### src/verilog/frame_decoder_pkg.sv
/*
 package for the motion command frame decoder: command codes, frame
 lengths, field positions and reset values.
 assumes a byte-level bus slave front end delivers received bytes.
*/
package frame_decoder_pkg;

    localparam logic [1:0] ADDR_TOP_BITS       = 2'h3;
    localparam int         ADDR_TOP_MSB        = 7;
    localparam int         ADDR_TOP_LSB        = 6;
    localparam int         ADDR_NODE_MSB       = 5;
    localparam int         ADDR_NODE_LSB       = 2;
    localparam int         ADDR_PIN_BIT        = 1;
    localparam int         ADDR_RW_BIT         = 0;

    localparam logic [7:0] CMD_FUSE_PROGRAM    = 8'h90;
    localparam logic [7:0] CMD_ABSOLUTE_MOVE   = 8'h8b;
    localparam logic [7:0] CMD_CONTROLLED_HALT = 8'h8f;
    localparam logic [7:0] CMD_EMF_PROBE       = 8'h9f;
    localparam logic [7:0] FILLER_BYTE         = 8'hff;
    localparam logic [4:0] FUSE_SEL_PREFIX     = 5'h1f;

    localparam logic [2:0] LEN_SHORT_FRAME     = 3'h2;
    localparam logic [2:0] LEN_LONG_FRAME      = 3'h6;

    localparam logic [15:0] POSITION_RESET     = 16'h0000;
    localparam logic [7:0]  BYTE_RESET         = 8'h00;
    localparam logic [2:0]  INDEX_RESET        = 3'h0;

    typedef struct packed {
        logic       valid;
        logic       first;
        logic       last;
        logic [7:0] data;
    } rx_byte_t;

    typedef struct packed {
        logic       strobe;
        logic [2:0] select;
        logic [7:0] data;
    } fuse_write_t;

endpackage : frame_decoder_pkg

### src/verilog/sync_bit.sv
/*
 two-flop level synchroniser.
 assumes the input is asynchronous to clock_in.
*/
`timescale 1ns/1ps
module sync_bit (
    input  wire logic clock_in,
    input  wire logic rst_n_in,
    input  wire logic async_in,
    output logic      sync_out
);
    logic meta_reg;

    // first stage is read only by the second
    always_ff @(posedge clock_in or negedge rst_n_in) begin
        if (!rst_n_in) begin
            meta_reg <= 1'b0;
            sync_out <= 1'b0;
        end else begin
            meta_reg <= async_in;
            sync_out <= meta_reg;
        end
    end
endmodule : sync_bit

### src/verilog/motion_command_frame_decoder.sv
/*
 command frame decoder and executor for four positioning commands.
 assumes a bus slave delivers bytes with first/last markers on clock_in,
 and that motion, fuse and analog logic sit outside.
*/
// What this block does
// - address byte 11, node bits, pin bit, 0
// - fuse frame 0x90, two fillers, select, data
// - complete fuse frame writes data to word
// - move frame 0x8b, fillers, position high, low
// - target is signed 16-bit absolute set-point
// - drop move when arbitration says busy
// - overtemperature raises halt without command
// - halt decelerates to minimum velocity, stops
// - at rest, copy actual into target
// - halt frame is address plus 0x8f
// - probe frame is address plus 0x9f
// - probe routes integrator to switch pin
// - probe mode sticks until power-on reset
// - probe mode blocks switch pin sampling
`timescale 1ns/1ps
module motion_command_frame_decoder (
    input  wire logic                         clock_in,
    input  wire logic                         rst_n_in,
    input  wire frame_decoder_pkg::rx_byte_t  rx_byte_in,
    input  wire logic [3:0]                   fused_node_addr_in,
    input  wire logic                         addr_pin_bit_in,
    input  wire logic                         move_blocked_in,
    input  wire logic                         over_temp_in,
    input  wire logic                         motor_at_rest_in,
    input  wire logic [15:0]                  actual_position_in,
    input  wire logic                         switch_input_pin_in,
    output frame_decoder_pkg::fuse_write_t    fuse_write_out,
    output logic [15:0]                       target_position_out,
    output logic                              target_update_out,
    output logic                              halt_request_out,
    output logic                              emf_probe_active_out,
    output logic                              switch_state_out
);
    import frame_decoder_pkg::*;

    ////////////////////////////////////////////////////////////////////
    logic        over_temp_sync;
    logic        switch_sync;
    logic [2:0]  index_reg;
    logic        drop_reg;
    logic [7:0]  cmd_reg;
    logic [7:0]  b4_reg;
    logic [15:0] target_position_reg;
    logic        halting_reg;

    sync_bit u_temp_sync (
        .clock_in (clock_in),
        .rst_n_in (rst_n_in),
        .async_in (over_temp_in),
        .sync_out (over_temp_sync)
    );

    sync_bit u_switch_sync (
        .clock_in (clock_in),
        .rst_n_in (rst_n_in),
        .async_in (switch_input_pin_in),
        .sync_out (switch_sync)
    );

    ////////////////////////////////////////////////////////////////////
    wire rx_valid = rx_byte_in.valid;
    wire rx_first = rx_byte_in.first;
    wire rx_last  = rx_byte_in.last;
    wire [7:0] rx_data = rx_byte_in.data;

    wire addr_ok = rx_data[ADDR_TOP_MSB:ADDR_TOP_LSB] == ADDR_TOP_BITS
        && rx_data[ADDR_NODE_MSB:ADDR_NODE_LSB] == fused_node_addr_in
        && rx_data[ADDR_PIN_BIT] == addr_pin_bit_in
        && !rx_data[ADDR_RW_BIT];

    wire [2:0] pos_now = rx_first ? INDEX_RESET : index_reg;
    wire [2:0] pos_inc = pos_now + 3'h1;
    wire       hdr_bad = rx_first && !addr_ok;
    wire filler_bad = (pos_now == 3'h2 || pos_now == 3'h3)
        && rx_data != FILLER_BYTE;
    wire sel_bad = pos_now == 3'h4 && cmd_reg == CMD_FUSE_PROGRAM
        && rx_data[7:3] != FUSE_SEL_PREFIX;
    wire bad_now = hdr_bad || filler_bad || sel_bad
        || (!rx_first && drop_reg) || (pos_now > 3'h5);
    wire [7:0] cmd_now = pos_now == 3'h1 ? rx_data : cmd_reg;

    wire frame_done = rx_valid && rx_last && !bad_now;
    wire short_done = frame_done && pos_inc == LEN_SHORT_FRAME;
    wire long_done  = frame_done && pos_inc == LEN_LONG_FRAME;

    wire fuse_go  = long_done && cmd_reg == CMD_FUSE_PROGRAM;
    wire move_go  = long_done && cmd_reg == CMD_ABSOLUTE_MOVE
        && !move_blocked_in && !halting_reg;
    wire halt_cmd = short_done && cmd_now == CMD_CONTROLLED_HALT;
    wire probe_go = short_done && cmd_now == CMD_EMF_PROBE;
    wire halt_go  = halt_cmd || over_temp_sync;
    // copy only once motion logic reports rest, so the stop point holds
    wire halt_end = halting_reg && motor_at_rest_in && !halt_go;

    ////////////////////////////////////////////////////////////////////
    always_ff @(posedge clock_in or negedge rst_n_in) begin
        if (!rst_n_in) begin
            index_reg <= INDEX_RESET;
            drop_reg  <= 1'b0;
            cmd_reg   <= BYTE_RESET;
            b4_reg    <= BYTE_RESET;
        end else if (rx_valid) begin
            index_reg <= rx_last ? INDEX_RESET : pos_inc;
            drop_reg  <= bad_now && !rx_last;
            cmd_reg   <= cmd_now;
            if (pos_now == 3'h4) begin
                b4_reg <= rx_data;
            end
        end
    end

    ////////////////////////////////////////////////////////////////////
    always_ff @(posedge clock_in or negedge rst_n_in) begin
        if (!rst_n_in) begin
            fuse_write_out <= '0;
        end else begin
            fuse_write_out.strobe <= fuse_go;
            if (fuse_go) begin
                fuse_write_out.select <= b4_reg[2:0];
                fuse_write_out.data   <= rx_data;
            end
        end
    end

    // halt wins over a move arriving in the same cycle
    always_ff @(posedge clock_in or negedge rst_n_in) begin
        if (!rst_n_in) begin
            target_position_reg <= POSITION_RESET;
            target_update_out   <= 1'b0;
            halting_reg         <= 1'b0;
        end else begin
            target_update_out <= (move_go && !halt_go) || halt_end;
            if (halt_go) begin
                halting_reg <= 1'b1;
            end else if (halt_end) begin
                halting_reg         <= 1'b0;
                target_position_reg <= actual_position_in;
            end else if (move_go) begin
                target_position_reg <= {b4_reg, rx_data};
            end
        end
    end
    assign target_position_out = target_position_reg;
    assign halt_request_out    = halting_reg;

    // sticky on purpose: only the power-on reset leaves probe mode
    always_ff @(posedge clock_in or negedge rst_n_in) begin
        if (!rst_n_in) begin
            emf_probe_active_out <= 1'b0;
            switch_state_out     <= 1'b0;
        end else begin
            if (probe_go) begin
                emf_probe_active_out <= 1'b1;
            end
            if (!emf_probe_active_out && !probe_go) begin
                switch_state_out <= switch_sync;
            end
        end
    end

    ////////////////////////////////////////////////////////////////////
    probe_sticky_a: assert property (@(posedge clock_in)
        disable iff (!rst_n_in)
        emf_probe_active_out |=> emf_probe_active_out)
        else $error("probe mode left");

    probe_enter_a: assert property (@(posedge clock_in)
        disable iff (!rst_n_in)
        probe_go |=> emf_probe_active_out)
        else $error("probe command not taken");

    switch_freeze_a: assert property (@(posedge clock_in)
        disable iff (!rst_n_in)
        emf_probe_active_out |=> $stable(switch_state_out))
        else $error("switch sampled in probe mode");

    temp_halt_a: assert property (@(posedge clock_in)
        disable iff (!rst_n_in)
        over_temp_sync |=> halt_request_out)
        else $error("overtemperature did not halt");

    halt_copy_a: assert property (@(posedge clock_in)
        disable iff (!rst_n_in)
        halt_end |=> target_position_out == $past(actual_position_in)
            && !halt_request_out && target_update_out)
        else $error("stop point not held");

    move_load_a: assert property (@(posedge clock_in)
        disable iff (!rst_n_in)
        (move_go && !halt_go && !halt_end) |=>
            target_position_out == {$past(b4_reg), $past(rx_data)})
        else $error("target not loaded");

    move_drop_a: assert property (@(posedge clock_in)
        disable iff (!rst_n_in)
        (long_done && move_blocked_in && !halt_end) |=>
            $stable(target_position_out))
        else $error("blocked move applied");

    fuse_once_a: assert property (@(posedge clock_in)
        disable iff (!rst_n_in)
        fuse_write_out.strobe |=> !fuse_write_out.strobe)
        else $error("fuse strobe too long");

    fuse_load_a: assert property (@(posedge clock_in)
        disable iff (!rst_n_in)
        fuse_go |=> fuse_write_out.strobe
            && fuse_write_out.select == $past(b4_reg[2:0])
            && fuse_write_out.data == $past(rx_data))
        else $error("fuse word not written");

    halt_cmd_a: assert property (@(posedge clock_in)
        disable iff (!rst_n_in)
        halt_cmd |=> halt_request_out)
        else $error("halt command not taken");

    early_end_a: assert property (@(posedge clock_in)
        disable iff (!rst_n_in)
        (rx_valid && rx_last && !short_done && !long_done
            && !over_temp_sync && !halt_end) |=>
            !fuse_write_out.strobe && !target_update_out
            && $stable(halt_request_out))
        else $error("bad frame acted on");

endmodule : motion_command_frame_decoder

### config.mk
export PLATFORM = sky130hd
export DESIGN_NAME = motion_command_frame_decoder
export DESIGN_NICKNAME = d
export VERILOG_FILES = /design/src/verilog/frame_decoder_pkg.sv /design/src/verilog/sync_bit.sv /design/src/verilog/motion_command_frame_decoder.sv
export SDC_FILE = /design/constraint.sdc
export NUM_CORES = 1
export LEC_CHECK = 0
export ABC_AREA = 1
export BUFFER_PORTS_ARGS = -buffer_cell sky130_fd_sc_hd__buf_4
export CAP_MARGIN = 20
export CORE_ASPECT_RATIO = 0.75
export CORE_MARGIN = 5
export CORE_UTILIZATION = 45
export DETAILED_ROUTE_END_ITERATION = 8
export PLACE_DENSITY = 0.69
export SLEW_MARGIN = 15
export SYNTH_ARGS = -nofsm -noshare
export SYNTH_HDL_FRONTEND = slang
export SYNTH_SLANG_ARGS = --single-unit
### constraint.sdc
create_clock -name clock_in -period 4.5 [get_ports clock_in]
set_input_delay 0.45 -clock clock_in [delete_from_list [all_inputs] [get_ports clock_in]]
set_output_delay 0.45 -clock clock_in [all_outputs]
set_load 0.02 [all_outputs]
Word-level counts from Yosys, hierarchy flattened
Cells that the tools add are included.
W data, S select, Z words.

word-level totals
  output and inout bits = 32
  bits in registers = 56
  word-level logic and storage cells = 85
  bits of input ports = 38

cells by class
  bitwise operators = 1
  add/subtract/negate cells = 1
  multiplexer cells = 7
  eq/ne operators = 15
  reduce and logical (&&, ||, !) cells = 44
  $lt $le $gt $ge = 1

operators with widths
  cell                   number
  $eq A8 B8 Y1 const B   4
  $mux W16               2
  $logic_and A1 B1 Y1    23
  $logic_not A1 Y1       10
  $eq A3 B2 Y1 const B   3
  $mux W8                1
  $ne A8 B8 Y1 const B   1
  $logic_or A1 B1 Y1     7
  $eq A3 B3 Y1 const B   2
  $mux W3                2
  $ne A5 B5 Y1 const B   1
  $eq A4 B4 Y1           1
  $reduce_and A2 Y1      2
  $reduce_bool A2 Y1     2
  $add A3 B1 Y3 const B  1
  $eq A3 B1 Y1 const B   1
  $gt A3 B3 Y1 const B   1
  $eq A2 B2 Y1 const B   1
  $mux W1                2
  $eq A1 B1 Y1           1
  $not A1 Y1             1

Depth between registers and ports, before layout
Gate-level depths: netlist (run 1).

  word-level depth = 19
  depth in mapped cells = 17
  depth with buffers taken out = 16

Modules after synthesis
A second synthesis (run 1) with hierarchy kept.

unflattened totals
  cells, all modules = 397
  area total of the unflattened synthesis = 2940.3 um2

by module, submodules not included
  module                        cells each  instances  area each (um2)  seq. area each (um2)
  motion_command_frame_decoder  393         1          2840.2           1301.2
  sync_bit                      2           2          50.0             50.0

Least setup slack after synthesis (run 1)
OpenSTA, ideal clock, no wires.

  path kind = input -> register
  from = input rx_byte_in[9] in the netlist's numbering
  to = register target_position_reg[10] (netlist: target_position_out[10])
  path slack = 2.231 ns
  cell stages on the path = 15
  data required time = 4.382 ns
  setup time = 0.118 ns
  buffers on the path = 2
  data arrival time = 2.152 ns
  path through = nor2_1 inv_1 ha_1 buf_2 nand3_1 nand2_1 nor2_1 nand2_1 nor2_2 nand4_4 nand3_2 buf_4 nand2_1 nand3_1 nand2_1

between the ends
  cells in the longest elaborated chain, start to end = 17
  elaborated cells between the ends (all ways) = 37
  those cells by class = 1 x add/sub; 1 x order compare; 7 x eq/ne; 3 x mux; 1 x bitwise; 24 x reduce/logical

ends and longest elaborated chain
  element                          RTL line                             RTL
  start, declared                  motion_command_frame_decoder.sv:25   input wire frame_decoder_pkg::rx_byte_t rx_byte_in,
  $mux W3                          motion_command_frame_decoder.sv:77   wire [2:0] pos_now = rx_first ? INDEX_RESET : index_reg;
  $eq A3 B2 Y1                     motion_command_frame_decoder.sv:80   wire filler_bad = (pos_now == 3'h2 || pos_now == 3'h3)
  $logic_or A1 B1 Y1               motion_command_frame_decoder.sv:80
  $logic_and A1 B1 Y1              motion_command_frame_decoder.sv:81   && rx_data != FILLER_BYTE;
  $logic_or A1 B1 Y1 (2 in a row)  motion_command_frame_decoder.sv:84   wire bad_now = hdr_bad || filler_bad || sel_bad
  $logic_or A1 B1 Y1 (2 in a row)  motion_command_frame_decoder.sv:85   || (!rx_first && drop_reg) || (pos_now > 3'h5);
  $logic_not A1 Y1                 motion_command_frame_decoder.sv:88   wire frame_done = rx_valid && rx_last && !bad_now;
  $logic_and A1 B1 Y1              motion_command_frame_decoder.sv:88
  $logic_and A1 B1 Y1              motion_command_frame_decoder.sv:89   wire short_done = frame_done && pos_inc == LEN_SHORT_FRAME;
  $logic_and A1 B1 Y1              motion_command_frame_decoder.sv:95   wire halt_cmd = short_done && cmd_now == CMD_CONTROLLED_HALT;
  $logic_or A1 B1 Y1               motion_command_frame_decoder.sv:97   wire halt_go = halt_cmd || over_temp_sync;
  $logic_not A1 Y1                 motion_command_frame_decoder.sv:99   wire halt_end = halting_reg && motor_at_rest_in && !halt_go;
  $logic_and A1 B1 Y1              motion_command_frame_decoder.sv:99
  $reduce_bool A2 Y1 (no line)     n/a
  $reduce_and A2 Y1 (no line)      n/a
  end signal, assigned             motion_command_frame_decoder.sv:143  target_position_reg <= actual_position_in;
  end signal, assigned             motion_command_frame_decoder.sv:145  target_position_reg <= {b4_reg, rx_data};
  end, declared                    motion_command_frame_decoder.sv:49   logic [15:0] target_position_reg;

Parallel ways exist; a longest one is shown, timed or not.
A chain may end at the register's enable or synchronous reset.

Worst setup path in the final report (run 1)
  from = register index_reg[0]
  to = register fuse_write_out[7] in the netlist's numbering

between the ends
  cells in the longest elaborated chain, start to end = 12
  elaborated cells between the ends (all ways) = 19
  those cells by class = 1 x add/sub; 1 x order compare; 4 x eq/ne; 1 x mux; 12 x reduce/logical

ends and longest elaborated chain
  element                          RTL line                             RTL
  start, declared                  motion_command_frame_decoder.sv:45   logic [2:0] index_reg;
  start signal, assigned           motion_command_frame_decoder.sv:109  index_reg <= rx_last ? INDEX_RESET : pos_inc;
  $mux W3 (*)                      motion_command_frame_decoder.sv:77
  $eq A3 B2 Y1                     motion_command_frame_decoder.sv:80
  $logic_or A1 B1 Y1               motion_command_frame_decoder.sv:80
  $logic_and A1 B1 Y1              motion_command_frame_decoder.sv:81
  $logic_or A1 B1 Y1 (2 in a row)  motion_command_frame_decoder.sv:84
  $logic_or A1 B1 Y1 (2 in a row)  motion_command_frame_decoder.sv:85
  $logic_not A1 Y1                 motion_command_frame_decoder.sv:88
  $logic_and A1 B1 Y1              motion_command_frame_decoder.sv:88
  $logic_and A1 B1 Y1 (*)          motion_command_frame_decoder.sv:90   wire long_done = frame_done && pos_inc == LEN_LONG_FRAME;
  $logic_and A1 B1 Y1 (*)          motion_command_frame_decoder.sv:92   wire fuse_go = long_done && cmd_reg == CMD_FUSE_PROGRAM;
  end, declared                    motion_command_frame_decoder.sv:33   output frame_decoder_pkg::fuse_write_t fuse_write_out,

Mark *: on every way between the ends. The rest lies on a longest branch, timed or not.

==> results.sh, run 1 <==
export IMPL_cts_sinks=56
export IMPL_cp_num_cells=14
export IMPL_grt_usage_pct=18.4
export IMPL_ys_async_sr_fraction_pct=100
export IMPL_grt_max_degree=57
export IMPL_worst_pin_slew_ns=0.703
export IMPL_syn_area_um2=2930
export IMPL_final_cell_area_um2=3570
export IMPL_period_share_pct=63.2
export IMPL_coreArea_um2=6320
export IMPL_startpoint_type="register"
export IMPL_htree_levels=2
export IMPL_grt_setup_unrepaired="false"
export IMPL_hp_class="in2async"
export IMPL_synthMostInstantiatedCell="nand2_1"
export IMPL_fin_crit_ns=2.84
export IMPL_area_sequential_um2=1400
export IMPL_hold_viol_final=0
export IMPL_synthTopCellsByArea="dfrtp_1 (48%), nand2_1 (16%), inv_1 (7.7%), nand3_1 (5.5%), o21ai_0 (5.1%)"
export IMPL_overflow=0
export IMPL_post_route_util_pct=56.4
export IMPL_crit_chain="inv_1 -> nor2_1 -> ha_1 -> inv_1 -> nand3_1 -> nor2_1 -> nor2_1 -> nand3_1 -> nor3_1 -> nand2_1 -> nor2_1 -> nand2_1 -> nand2_1 -> o21ai_0"
export IMPL_cellLeakagePower_nw=1.98
export IMPL_synth_edf_count=0
export IMPL_ys_warn_count=0
export IMPL_hold_buffers=0
export IMPL_wl_mm=7.35
export IMPL_end_kind="register"
export IMPL_synth_cells=389
export IMPL_placedCellCount=526
export IMPL_ant_nets=0
export IMPL_cp_endpoint="fuse_write_out[7]"
export IMPL_setup_tns_ns=0
export IMPL_crit_top_cell="nor2_1"
export IMPL_clk_path_buf_depth=2
export IMPL_initial_core_util_pct=46.3
export IMPL_r2r_setup_slack_ns=1.66
export IMPL_synth_distinct_cells=27
export IMPL_crit_type="reg2reg"
export IMPL_cp_top_family="simple AND/OR/NAND/NOR gates"
export IMPL_slowest_stage="ha_1"
export IMPL_drtPass1Iterations=4
export IMPL_numCtsBuffers=5
export IMPL_power_mw=1.13
export IMPL_grt_antenna_before_repair=0
export IMPL_largest_reg_flops=16
export IMPL_ys_seq_area_share_pct=47.9
export IMPL_yosys_register_bits=56
export IMPL_synth_top_area_share_pct=47.9
export IMPL_slew_violations=0
export IMPL_arrival_ns=3.03
export IMPL_io_pin_count=70
export IMPL_port_buffers=69
export IMPL_cts_resized=0
export IMPL_dpl_cell_area_um2=3470
export IMPL_num_antenna_cells=0
export IMPL_crit_path_max_fanout=23
export IMPL_num_nets_final=495
export IMPL_crit_path_start="index_reg[0]"
export IMPL_fmax_mhz=352
export IMPL_ir_drop_uv=188
export IMPL_max_stage_delay_ns=0.50
export IMPL_cts_root_buf="clkbuf_8"
export IMPL_gp_congestion=0.885
export IMPL_power_density_nw_per_um2=316
export IMPL_vias=2683
export IMPL_die_h_um=79.8
export IMPL_layout_drive_gt1_share_pct=19.9
export IMPL_grt_pass1_wl_mm=11.9
export IMPL_num_rows=25
export IMPL_setup_viol=0
export IMPL_postCtsSetupBuffers=0
export IMPL_finalClockSkew_ns=0.00992
export IMPL_fin_cells=534
export IMPL_vias_per_cell=5.02
export IMPL_syn_to_final_growth_pct=21.8
export IMPL_dieWidth_um=103
export IMPL_synthFlopType="dfrtp_1"
export IMPL_rr_endpoint="fuse_write_out[7]"
export IMPL_drv_cap=0
export IMPL_clkTransAtPathRegs_ns=0.10
export IMPL_required_ns=4.68
export IMPL_status="finished clean"
export IMPL_reg2reg_depth=14
export IMPL_die_area_um2=8230
export IMPL_wire_per_inst_um=13.8
export IMPL_grt_pass1_vias=2465
export IMPL_dp_hpwl_mm=5.50
export IMPL_multi_input_area_um2=1210
export IMPL_worstReg2RegStart="index_reg[0]"
export IMPL_drt_iter0_drc=171
export IMPL_cts_tree="yes"
export IMPL_drcViolationCount=0
export IMPL_n_fill_cell=621
export IMPL_avgSynthCellArea_um2=7.52
export IMPL_synth_top_area_cell="dfrtp_1"
export IMPL_slew_headroom_pct=53.1
export IMPL_crit_buf_inv=2
export IMPL_ys_top_cells_by_count="nand2_1 (124), inv_1 (60), dfrtp_1 (56), nand3_1 (32), o21ai_0 (30)"
export IMPL_clkLatencyLatePin_ns=0.32
export IMPL_synth_fp_nets=432
-- worst reg2reg max path: cells and delay by family, from the launching register on --
kind | cells | cell delay (ns)
and+or+nand+nor | 10 | 1.60
adders and majority gates | 1 | 0.50
DFF | 1 | 0.35
buffers and inverters | 2 | 0.16
AOI/OAI and AO/OA | 1 | 0.09
-- final cells by class --
| type | count | share of cell area (%) |
|---|---|---|
| clock buffers | 5 | 1.93 |
| clock inverters | 3 | 0.632 |
| inverters | 65 | 6.84 |
| flip-flops and latches | 56 | 39.3 |
| multi-input cells | 255 | 33.9 |
| repair buffers | 69 | 14.5 |
| well taps | 81 | 2.84 |
-- layout by cell type (no fill, tap or decap), types with 2 or more instances in the layout --
| master | n |
|---|---|
| inv_2 | 3 |
| ha_1 | 5 |
| nand2_2 | 2 |
| nor2_1 | 25 |
| buf_4 | 69 |
| nand3_1 | 32 |
| nor3_1 | 2 |
| clkinv_1 | 2 |
| nor2_2 | 2 |
| o22ai_1 | 3 |
| inv_1 | 60 |
| clkbuf_8 | 5 |
| dfrtp_1 | 56 |
| nand4_1 | 20 |
| nand2_1 | 124 |
| o21ai_0 | 30 |
| nand2_4 | 2 |
-- routing by layer --
metal  up-vias  global-route usage (%)  wire (µm)
met5         -                       0          0
met4         0                    4.92         91
met3        12                    4.54        570
met2        93                    25.9       3090
met1      1230                    28.0       3600
li1       1348                       -          -
-- logic make-up (layout without fill, tap and decap cells) --
kind of cell | Yosys count | after routing | share of synthesized area (%)
flip-flops | 56 | 56 | 47.9
adder cells (fa/ha/maj) | 5 | 5 | 2.14
AO/OA/AOI/OAI | 35 | 35 | 6.24
buffers and inverters | 78 | 142 | 10.8
AND/OR/NAND/NOR | 215 | 215 | 33.0
-- metrics by stage --
stage	hold WS, ns	setup WS, ns
4_1_cts	0.202	1.73
6_report	0.158	1.66
3_5_place_dp	0.336	1.51
5_1_grt	0.214	1.25
2_1_floorplan	0.154	2.23
3_3_place_gp	0.334	1.61
-- worst min path at each step --
| stage | from | endpoint | slack (ns) | depth (start not counted) |
|---|---|---|---|---|
| final | rst_n_in | switch_state_out | 0.16 | 1 |
| after global routing | over_temp_in | u_temp_sync.meta_reg | 0.21 | 1 |
| after CTS | rst_n_in | fuse_write_out[4] | 0.20 | 1 |
| after detailed placement | u_switch_sync.meta_reg | u_switch_sync.sync_out | 0.34 | 0 |
| after global placement | u_temp_sync.meta_reg | u_temp_sync.sync_out | 0.33 | 0 |
| after floorplan | rst_n_in | b4_reg[0] | 0.15 | 0 |
-- power breakdown --
group          internal (mW)  switching, mW
combinational          0.100          0.156
sequential             0.551         0.0338
clock                  0.112          0.175
Power figures use the tool's default switching activity.
==> inputs of run 2 (changes only) <==
==> constraint.sdc (replaced) <==
create_clock -name clock_in -period 2.72 [get_ports clock_in]
set_input_delay 0.272 -clock clock_in [delete_from_list [all_inputs] [get_ports clock_in]]
set_output_delay 0.272 -clock clock_in [all_outputs]
set_load 0.02 [all_outputs]
==> results.sh, run 2 (synthesis gave the netlist of run 1 again) <==
export IMPL_initial_core_util_pct=46.3
export IMPL_required_ns=2.98
export IMPL_vias_per_cell=5.14
export IMPL_p_int_mw=1.27
export IMPL_slew_headroom_pct=53.2
export IMPL_grt_usage_pct=20.1
export IMPL_met3_usage_pct=4.28
export IMPL_layout_drive_gt1_share_pct=20.6
export IMPL_max_stage_delay_ns=0.40
export IMPL_cts_tree="yes"
export IMPL_num_rows=25
export IMPL_post_route_util_pct=57.1
export IMPL_use_met1_pct=28.4
export IMPL_p_sw_share_pct=32.8
export IMPL_drtPass1Iterations=5
export IMPL_postCtsSetupBuffers=0
export IMPL_die_h_um=79.8
export IMPL_top_usage_layer="met2"
export IMPL_cts_sinks=56
export IMPL_slew_violations=0
export IMPL_wl_mm=7.72
export IMPL_fin_cells=537
export IMPL_drcViolationCount=0
export IMPL_gp_congestion=0.879
export IMPL_cts_root_buf="clkbuf_8"
export IMPL_grt_pass1_vias=2667
export IMPL_status="finished with violations"
export IMPL_setup_tns_ns=0
export IMPL_grt_setup_unrepaired="false"
export IMPL_fmax_mhz=402
export IMPL_ant_nets=0
export IMPL_coreArea_um2=6320
export IMPL_io_pin_count=70
export IMPL_drv_cap=0
export IMPL_p_seq_share_pct=51.2
export IMPL_grtUsageMet2_pct=30.0
export IMPL_cellLeakagePower_nw=1.99
export IMPL_startpoint_type="register"
export IMPL_ir_drop_uv=317
export IMPL_finalClockSkew_ns=0.0141
export IMPL_pwr_share_clk_pct=25.7
export IMPL_hold_viol_final=19
export IMPL_grt_pass1_wl_mm=12.7
export IMPL_syn_to_final_growth_pct=23.3
export IMPL_violations="negative hold slack"
export IMPL_arrival_ns=2.74
export IMPL_num_nets_final=498
export IMPL_period_share_pct=91.4
export IMPL_dp_hpwl_mm=5.77
export IMPL_placedCellCount=529
export IMPL_end_kind="register"
export IMPL_port_buffers=69
export IMPL_layout_setup_ws_ns=0.235
export IMPL_setup_viol=0
export IMPL_clk_path_buf_depth=2
export IMPL_die_area_um2=8230
export IMPL_layout_commonest_cell="nand2_1"
export IMPL_n_fill_cell=614
export IMPL_combinationalPowerShare_pct=23.0
export IMPL_grt_max_degree=57
export IMPL_crit_chain="inv_1 -> nor2_1 -> ha_2 -> inv_1 -> nand3_1 -> nor2_1 -> nor2_1 -> nand3_1 -> nor2_2 -> nand4_1 -> nand2_1 -> inv_1 -> nor2_4 -> buf_12 -> nand3_1 -> nand2_1"
export IMPL_overflow=0
export IMPL_wire_per_inst_um=14.4
export IMPL_switchingPower_mw=0.620
export IMPL_worst_pin_slew_ns=0.702
export IMPL_largest_reg_flops=16
export IMPL_place_ws_ns=0.0899
export IMPL_drt_iter0_drc=176
export IMPL_cts_resized=0
export IMPL_clkLatencyLatePin_ns=0.33
export IMPL_mostFrequentLayoutCells="nand2_1 (124), buf_4 (71), inv_1 (60)"
export IMPL_grt_antenna_before_repair=0
export IMPL_vias=2761
export IMPL_slowest_stage="ha_2"
export IMPL_num_antenna_cells=0
export IMPL_hold_ws_ns=-0.0241
export IMPL_fin_crit_ns=2.49
export IMPL_crit_type="reg2reg"
export IMPL_clkTransAtPathRegs_ns=0.10
export IMPL_hold_buffers=0
export IMPL_numCtsBuffers=5
export IMPL_htree_levels=2
export IMPL_dieWidth_um=103
export IMPL_crit_path_max_fanout=17
export IMPL_power_density_nw_per_um2=524
export IMPL_hp_class="in2async"
## run 2: per-layer routing
layer  part of all wire (%)  wire length (µm)
met1                     47              3620
met2                     43              3350
met3                    8.0               621
met4                    1.7               134
met5                      0                 0
## run 2: critical path, delay by kind of cell, from the launching register on
kind / cells / cell delay (ns)
adder cells (fa/ha/maj): 1 / 0.40
flip-flops: 1 / 0.35
AND/OR/NAND/NOR: 11 / 1.30
buffers and inverters: 4 / 0.37
## run 2: worst paths after layout
path	from	to	slack [ns]	depth (start not counted)
max	index_reg[0]	target_position_out[1]	0.23	16
min reg2reg	u_switch_sync.meta_reg	u_switch_sync.sync_out	0.36	0
min	rst_n_in	emf_probe_active_out	-0.02	1
max in group asynchronous	rst_n_in	target_position_out[3]	2.26	1
max reg2reg	index_reg[0]	target_position_out[1]	0.23	16
min in group clock_in	over_temp_in	u_temp_sync.meta_reg	0.05	1
## run 2: layout make-up
cell class	instances	area, µm²	area share, %
clock buffers	5	68.8	1.91
inverters	65	244	6.76
repair buffers	72	553	15.3
clock inverters	3	26.3	0.728
well taps	81	101	2.81
multi-input cells	255	1210	33.6
flip-flops and latches	56	1400	38.8
## run 2: through the flow
stage	cell area [µm²]	power (mW)
floorplan	2930	1.22
global placement	3510	1.41
detailed placement	3510	1.42
CTS	3600	1.90
global route	3610	2.00
finish	3610	1.89
## run 2: power groups by stage
| stage | Combinational (mW) | Sequential [mW] | Clock, mW |
|---|---|---|---|
| after floorplan | 0.206 | 1.02 | 0 |
| after global placement | 0.428 | 0.981 | 0 |
| after detailed placement | 0.435 | 0.981 | 0 |
| after CTS | 0.437 | 0.967 | 0.499 |
| after global routing | 0.488 | 0.978 | 0.529 |
| final | 0.435 | 0.968 | 0.486 |
==> inputs of run 3 (changes only) <==
--- a/config.mk
+++ b/config.mk
@@ -13,6 +13,7 @@
 export CORE_UTILIZATION = 45
 export DETAILED_ROUTE_END_ITERATION = 8
 export PLACE_DENSITY = 0.69
+export REMOVE_ABC_BUFFERS = 1
 export SLEW_MARGIN = 15
 export SYNTH_ARGS = -nofsm -noshare
 export SYNTH_HDL_FRONTEND = slang
==> results.sh, run 3 (synthesis gave the netlist of run 1 again) <==
export IMPL_max_stage_delay_ns=0.36
export IMPL_worst_pin_slew_ns=0.693
export IMPL_drtPass1Iterations=4
export IMPL_use_met1_pct=27.6
export IMPL_htree_levels=2
export IMPL_crit_type="reg2reg"
export IMPL_drv_cap=0
export IMPL_rr_endpoint="target_position_out[7]"
export IMPL_dpl_cell_area_um2=3500
export IMPL_mostFrequentLayoutCells="nand2_1 (124), buf_4 (73), inv_1 (60)"
export IMPL_top_usage_layer="met2"
export IMPL_num_nets_final=500
export IMPL_grt_pass1_wl_mm=12.2
export IMPL_cts_tree="yes"
export IMPL_grt_pass1_vias=2544
export IMPL_cp_top_family="simple AND/OR/NAND/NOR gates"
export IMPL_num_antenna_cells=0
export IMPL_coreArea_um2=6320
export IMPL_num_rows=25
export IMPL_slowest_stage="dfrtp_1"
export IMPL_hold_ws_ns=-0.00947
export IMPL_hp_class="in2async"
export IMPL_hold_buffers=0
export IMPL_dp_hpwl_mm=5.44
export IMPL_io_pin_count=70
export IMPL_crit_path_max_fanout=17
export IMPL_required_ns=2.97
export IMPL_setup_viol=0
export IMPL_fmax_mhz=412
export IMPL_die_area_um2=8230
export IMPL_ant_nets=0
export IMPL_layout_commonest_cell="nand2_1"
export IMPL_n_fill_cell=609
export IMPL_die_h_um=79.8
export IMPL_dieWidth_um=103
export IMPL_clkTransAtPathRegs_ns=0.10
export IMPL_vias_per_cell=4.97
export IMPL_slew_violations=0
export IMPL_cellLeakagePower_nw=2.01
export IMPL_syn_to_final_growth_pct=24.5
export IMPL_clkLatencyLatePin_ns=0.31
export IMPL_worstReg2RegStart="index_reg[0]"
export IMPL_initial_core_util_pct=46.3
export IMPL_overflow=0
export IMPL_startpoint_type="register"
export IMPL_end_kind="register"
export IMPL_met3_usage_pct=3.76
export IMPL_vias=2677
export IMPL_layout_drive_gt1_share_pct=20.5
export IMPL_largest_reg_flops=16
export IMPL_wl_mm=7.35
export IMPL_gp_congestion=0.968
export IMPL_crit_buf_inv=4
export IMPL_ir_drop_uv=275
export IMPL_fin_crit_ns=2.43
export IMPL_grtUsageMet2_pct=28.9
export IMPL_arrival_ns=2.68
export IMPL_crit_chain="inv_1 -> nor2_1 -> ha_1 -> inv_1 -> nand3_1 -> nor2_1 -> nor2_1 -> nand3_1 -> nor2_2 -> nand4_1 -> nand2_1 -> inv_1 -> nor2_4 -> buf_12 -> nand3_1 -> nand2_1"
export IMPL_grt_usage_pct=18.7
export IMPL_grt_antenna_before_repair=0
export IMPL_violations="negative hold slack"
export IMPL_grt_setup_unrepaired="false"
export IMPL_clk_path_buf_depth=2
export IMPL_drcViolationCount=0
export IMPL_cts_sinks=56
export IMPL_drt_iter0_drc=135
export IMPL_power_density_nw_per_um2=538
export IMPL_grt_max_degree=57
export IMPL_setup_tns_ns=0
export IMPL_status="finished with violations"
export IMPL_reg2reg_depth=16
export IMPL_wire_per_inst_um=13.6
export IMPL_port_buffers=69
export IMPL_finalClockSkew_ns=0.00368
export IMPL_numCtsBuffers=5
export IMPL_hold_viol_final=5
export IMPL_final_cell_area_um2=3640
export IMPL_period_share_pct=89.2
export IMPL_slew_headroom_pct=53.8
export IMPL_cts_root_buf="clkbuf_8"
export IMPL_r2r_setup_slack_ns=0.29
-- run 3: per-stage QoR --
step	power (mW)	hold WS, ns	utilization, %	std cells	setup slack (ns)
finish	1.96	-0.00947	57.7	539	0.295
global route	2.08	0.0441	57.7	539	0.0160
CTS	1.97	0.0280	57.2	538	0.186
detailed placement	1.41	0.342	55.5	530	0.185
global placement	1.41	0.336	55.5	530	0.279
floorplan	1.22	-0.0236	-	376	0.407
-- run 3: worst reg2reg max path, cell delays in order, from the launching register on --
cell and delay [ns]:
dfrtp_1 0.36, inv_1 0.05, nor2_1 0.24, ha_1 0.24
inv_1 0.07, nand3_1 0.08, nor2_1 0.05, nor2_1 0.11
nand3_1 0.13, nor2_2 0.25, nand4_1 0.13, nand2_1 0.14
inv_1 0.09, nor2_4 0.13, buf_12 0.15, nand3_1 0.08
nand2_1 0.07
-- run 3: layout make-up --
| class | instances | area [µm²] | area share [%] |
|---|---|---|---|
| Clock buffer | 6 | 72.6 | 1.99 |
| Clock inverter | 2 | 38.8 | 1.06 |
| Inverter | 65 | 244 | 6.70 |
| Multi-Input combinational cell | 255 | 1220 | 33.4 |
| Sequential cell | 56 | 1400 | 38.5 |
| Tap cell | 81 | 101 | 2.78 |
| Timing Repair Buffer | 74 | 568 | 15.6 |
-- run 3: worst max-delay path by stage --
stage / from / cells past startpoint / end / slack [ns]
global placement: rx_byte_in[9] / 14 / target_position_out[2] / 0.28
finish: index_reg[0] / 16 / target_position_out[7] / 0.29
global route: index_reg[0] / 16 / target_position_out[9] / 0.02
detailed placement: rx_byte_in[9] / 15 / target_position_out[7] / 0.18
floorplan: index_reg[0] / 14 / target_position_out[0] / 0.41
CTS: index_reg[0] / 15 / target_position_out[7] / 0.19
-- run 3: what timing repair did --
item                                    CTS  global route
hold endpoints to repair                  0             0
buffers inserted                          0             1
resized for setup                         0             1
endpoints found under the setup margin    0            16
-- run 3: layer usage --
metal	vias to the layer above	wire length, µm	share of wire [%]
met2	81	3250	44
met1	1236	3510	48
met5	-	0	0
li1	1355	-	-
met3	5	551	7.5
met4	0	42	0.57
-- run 3: report_power, final --
part / internal, mW / switching (mW)
logic: 0.171 / 0.263
registers: 0.911 / 0.0567
clock network: 0.279 / 0.279
total: 1.36 / 0.599
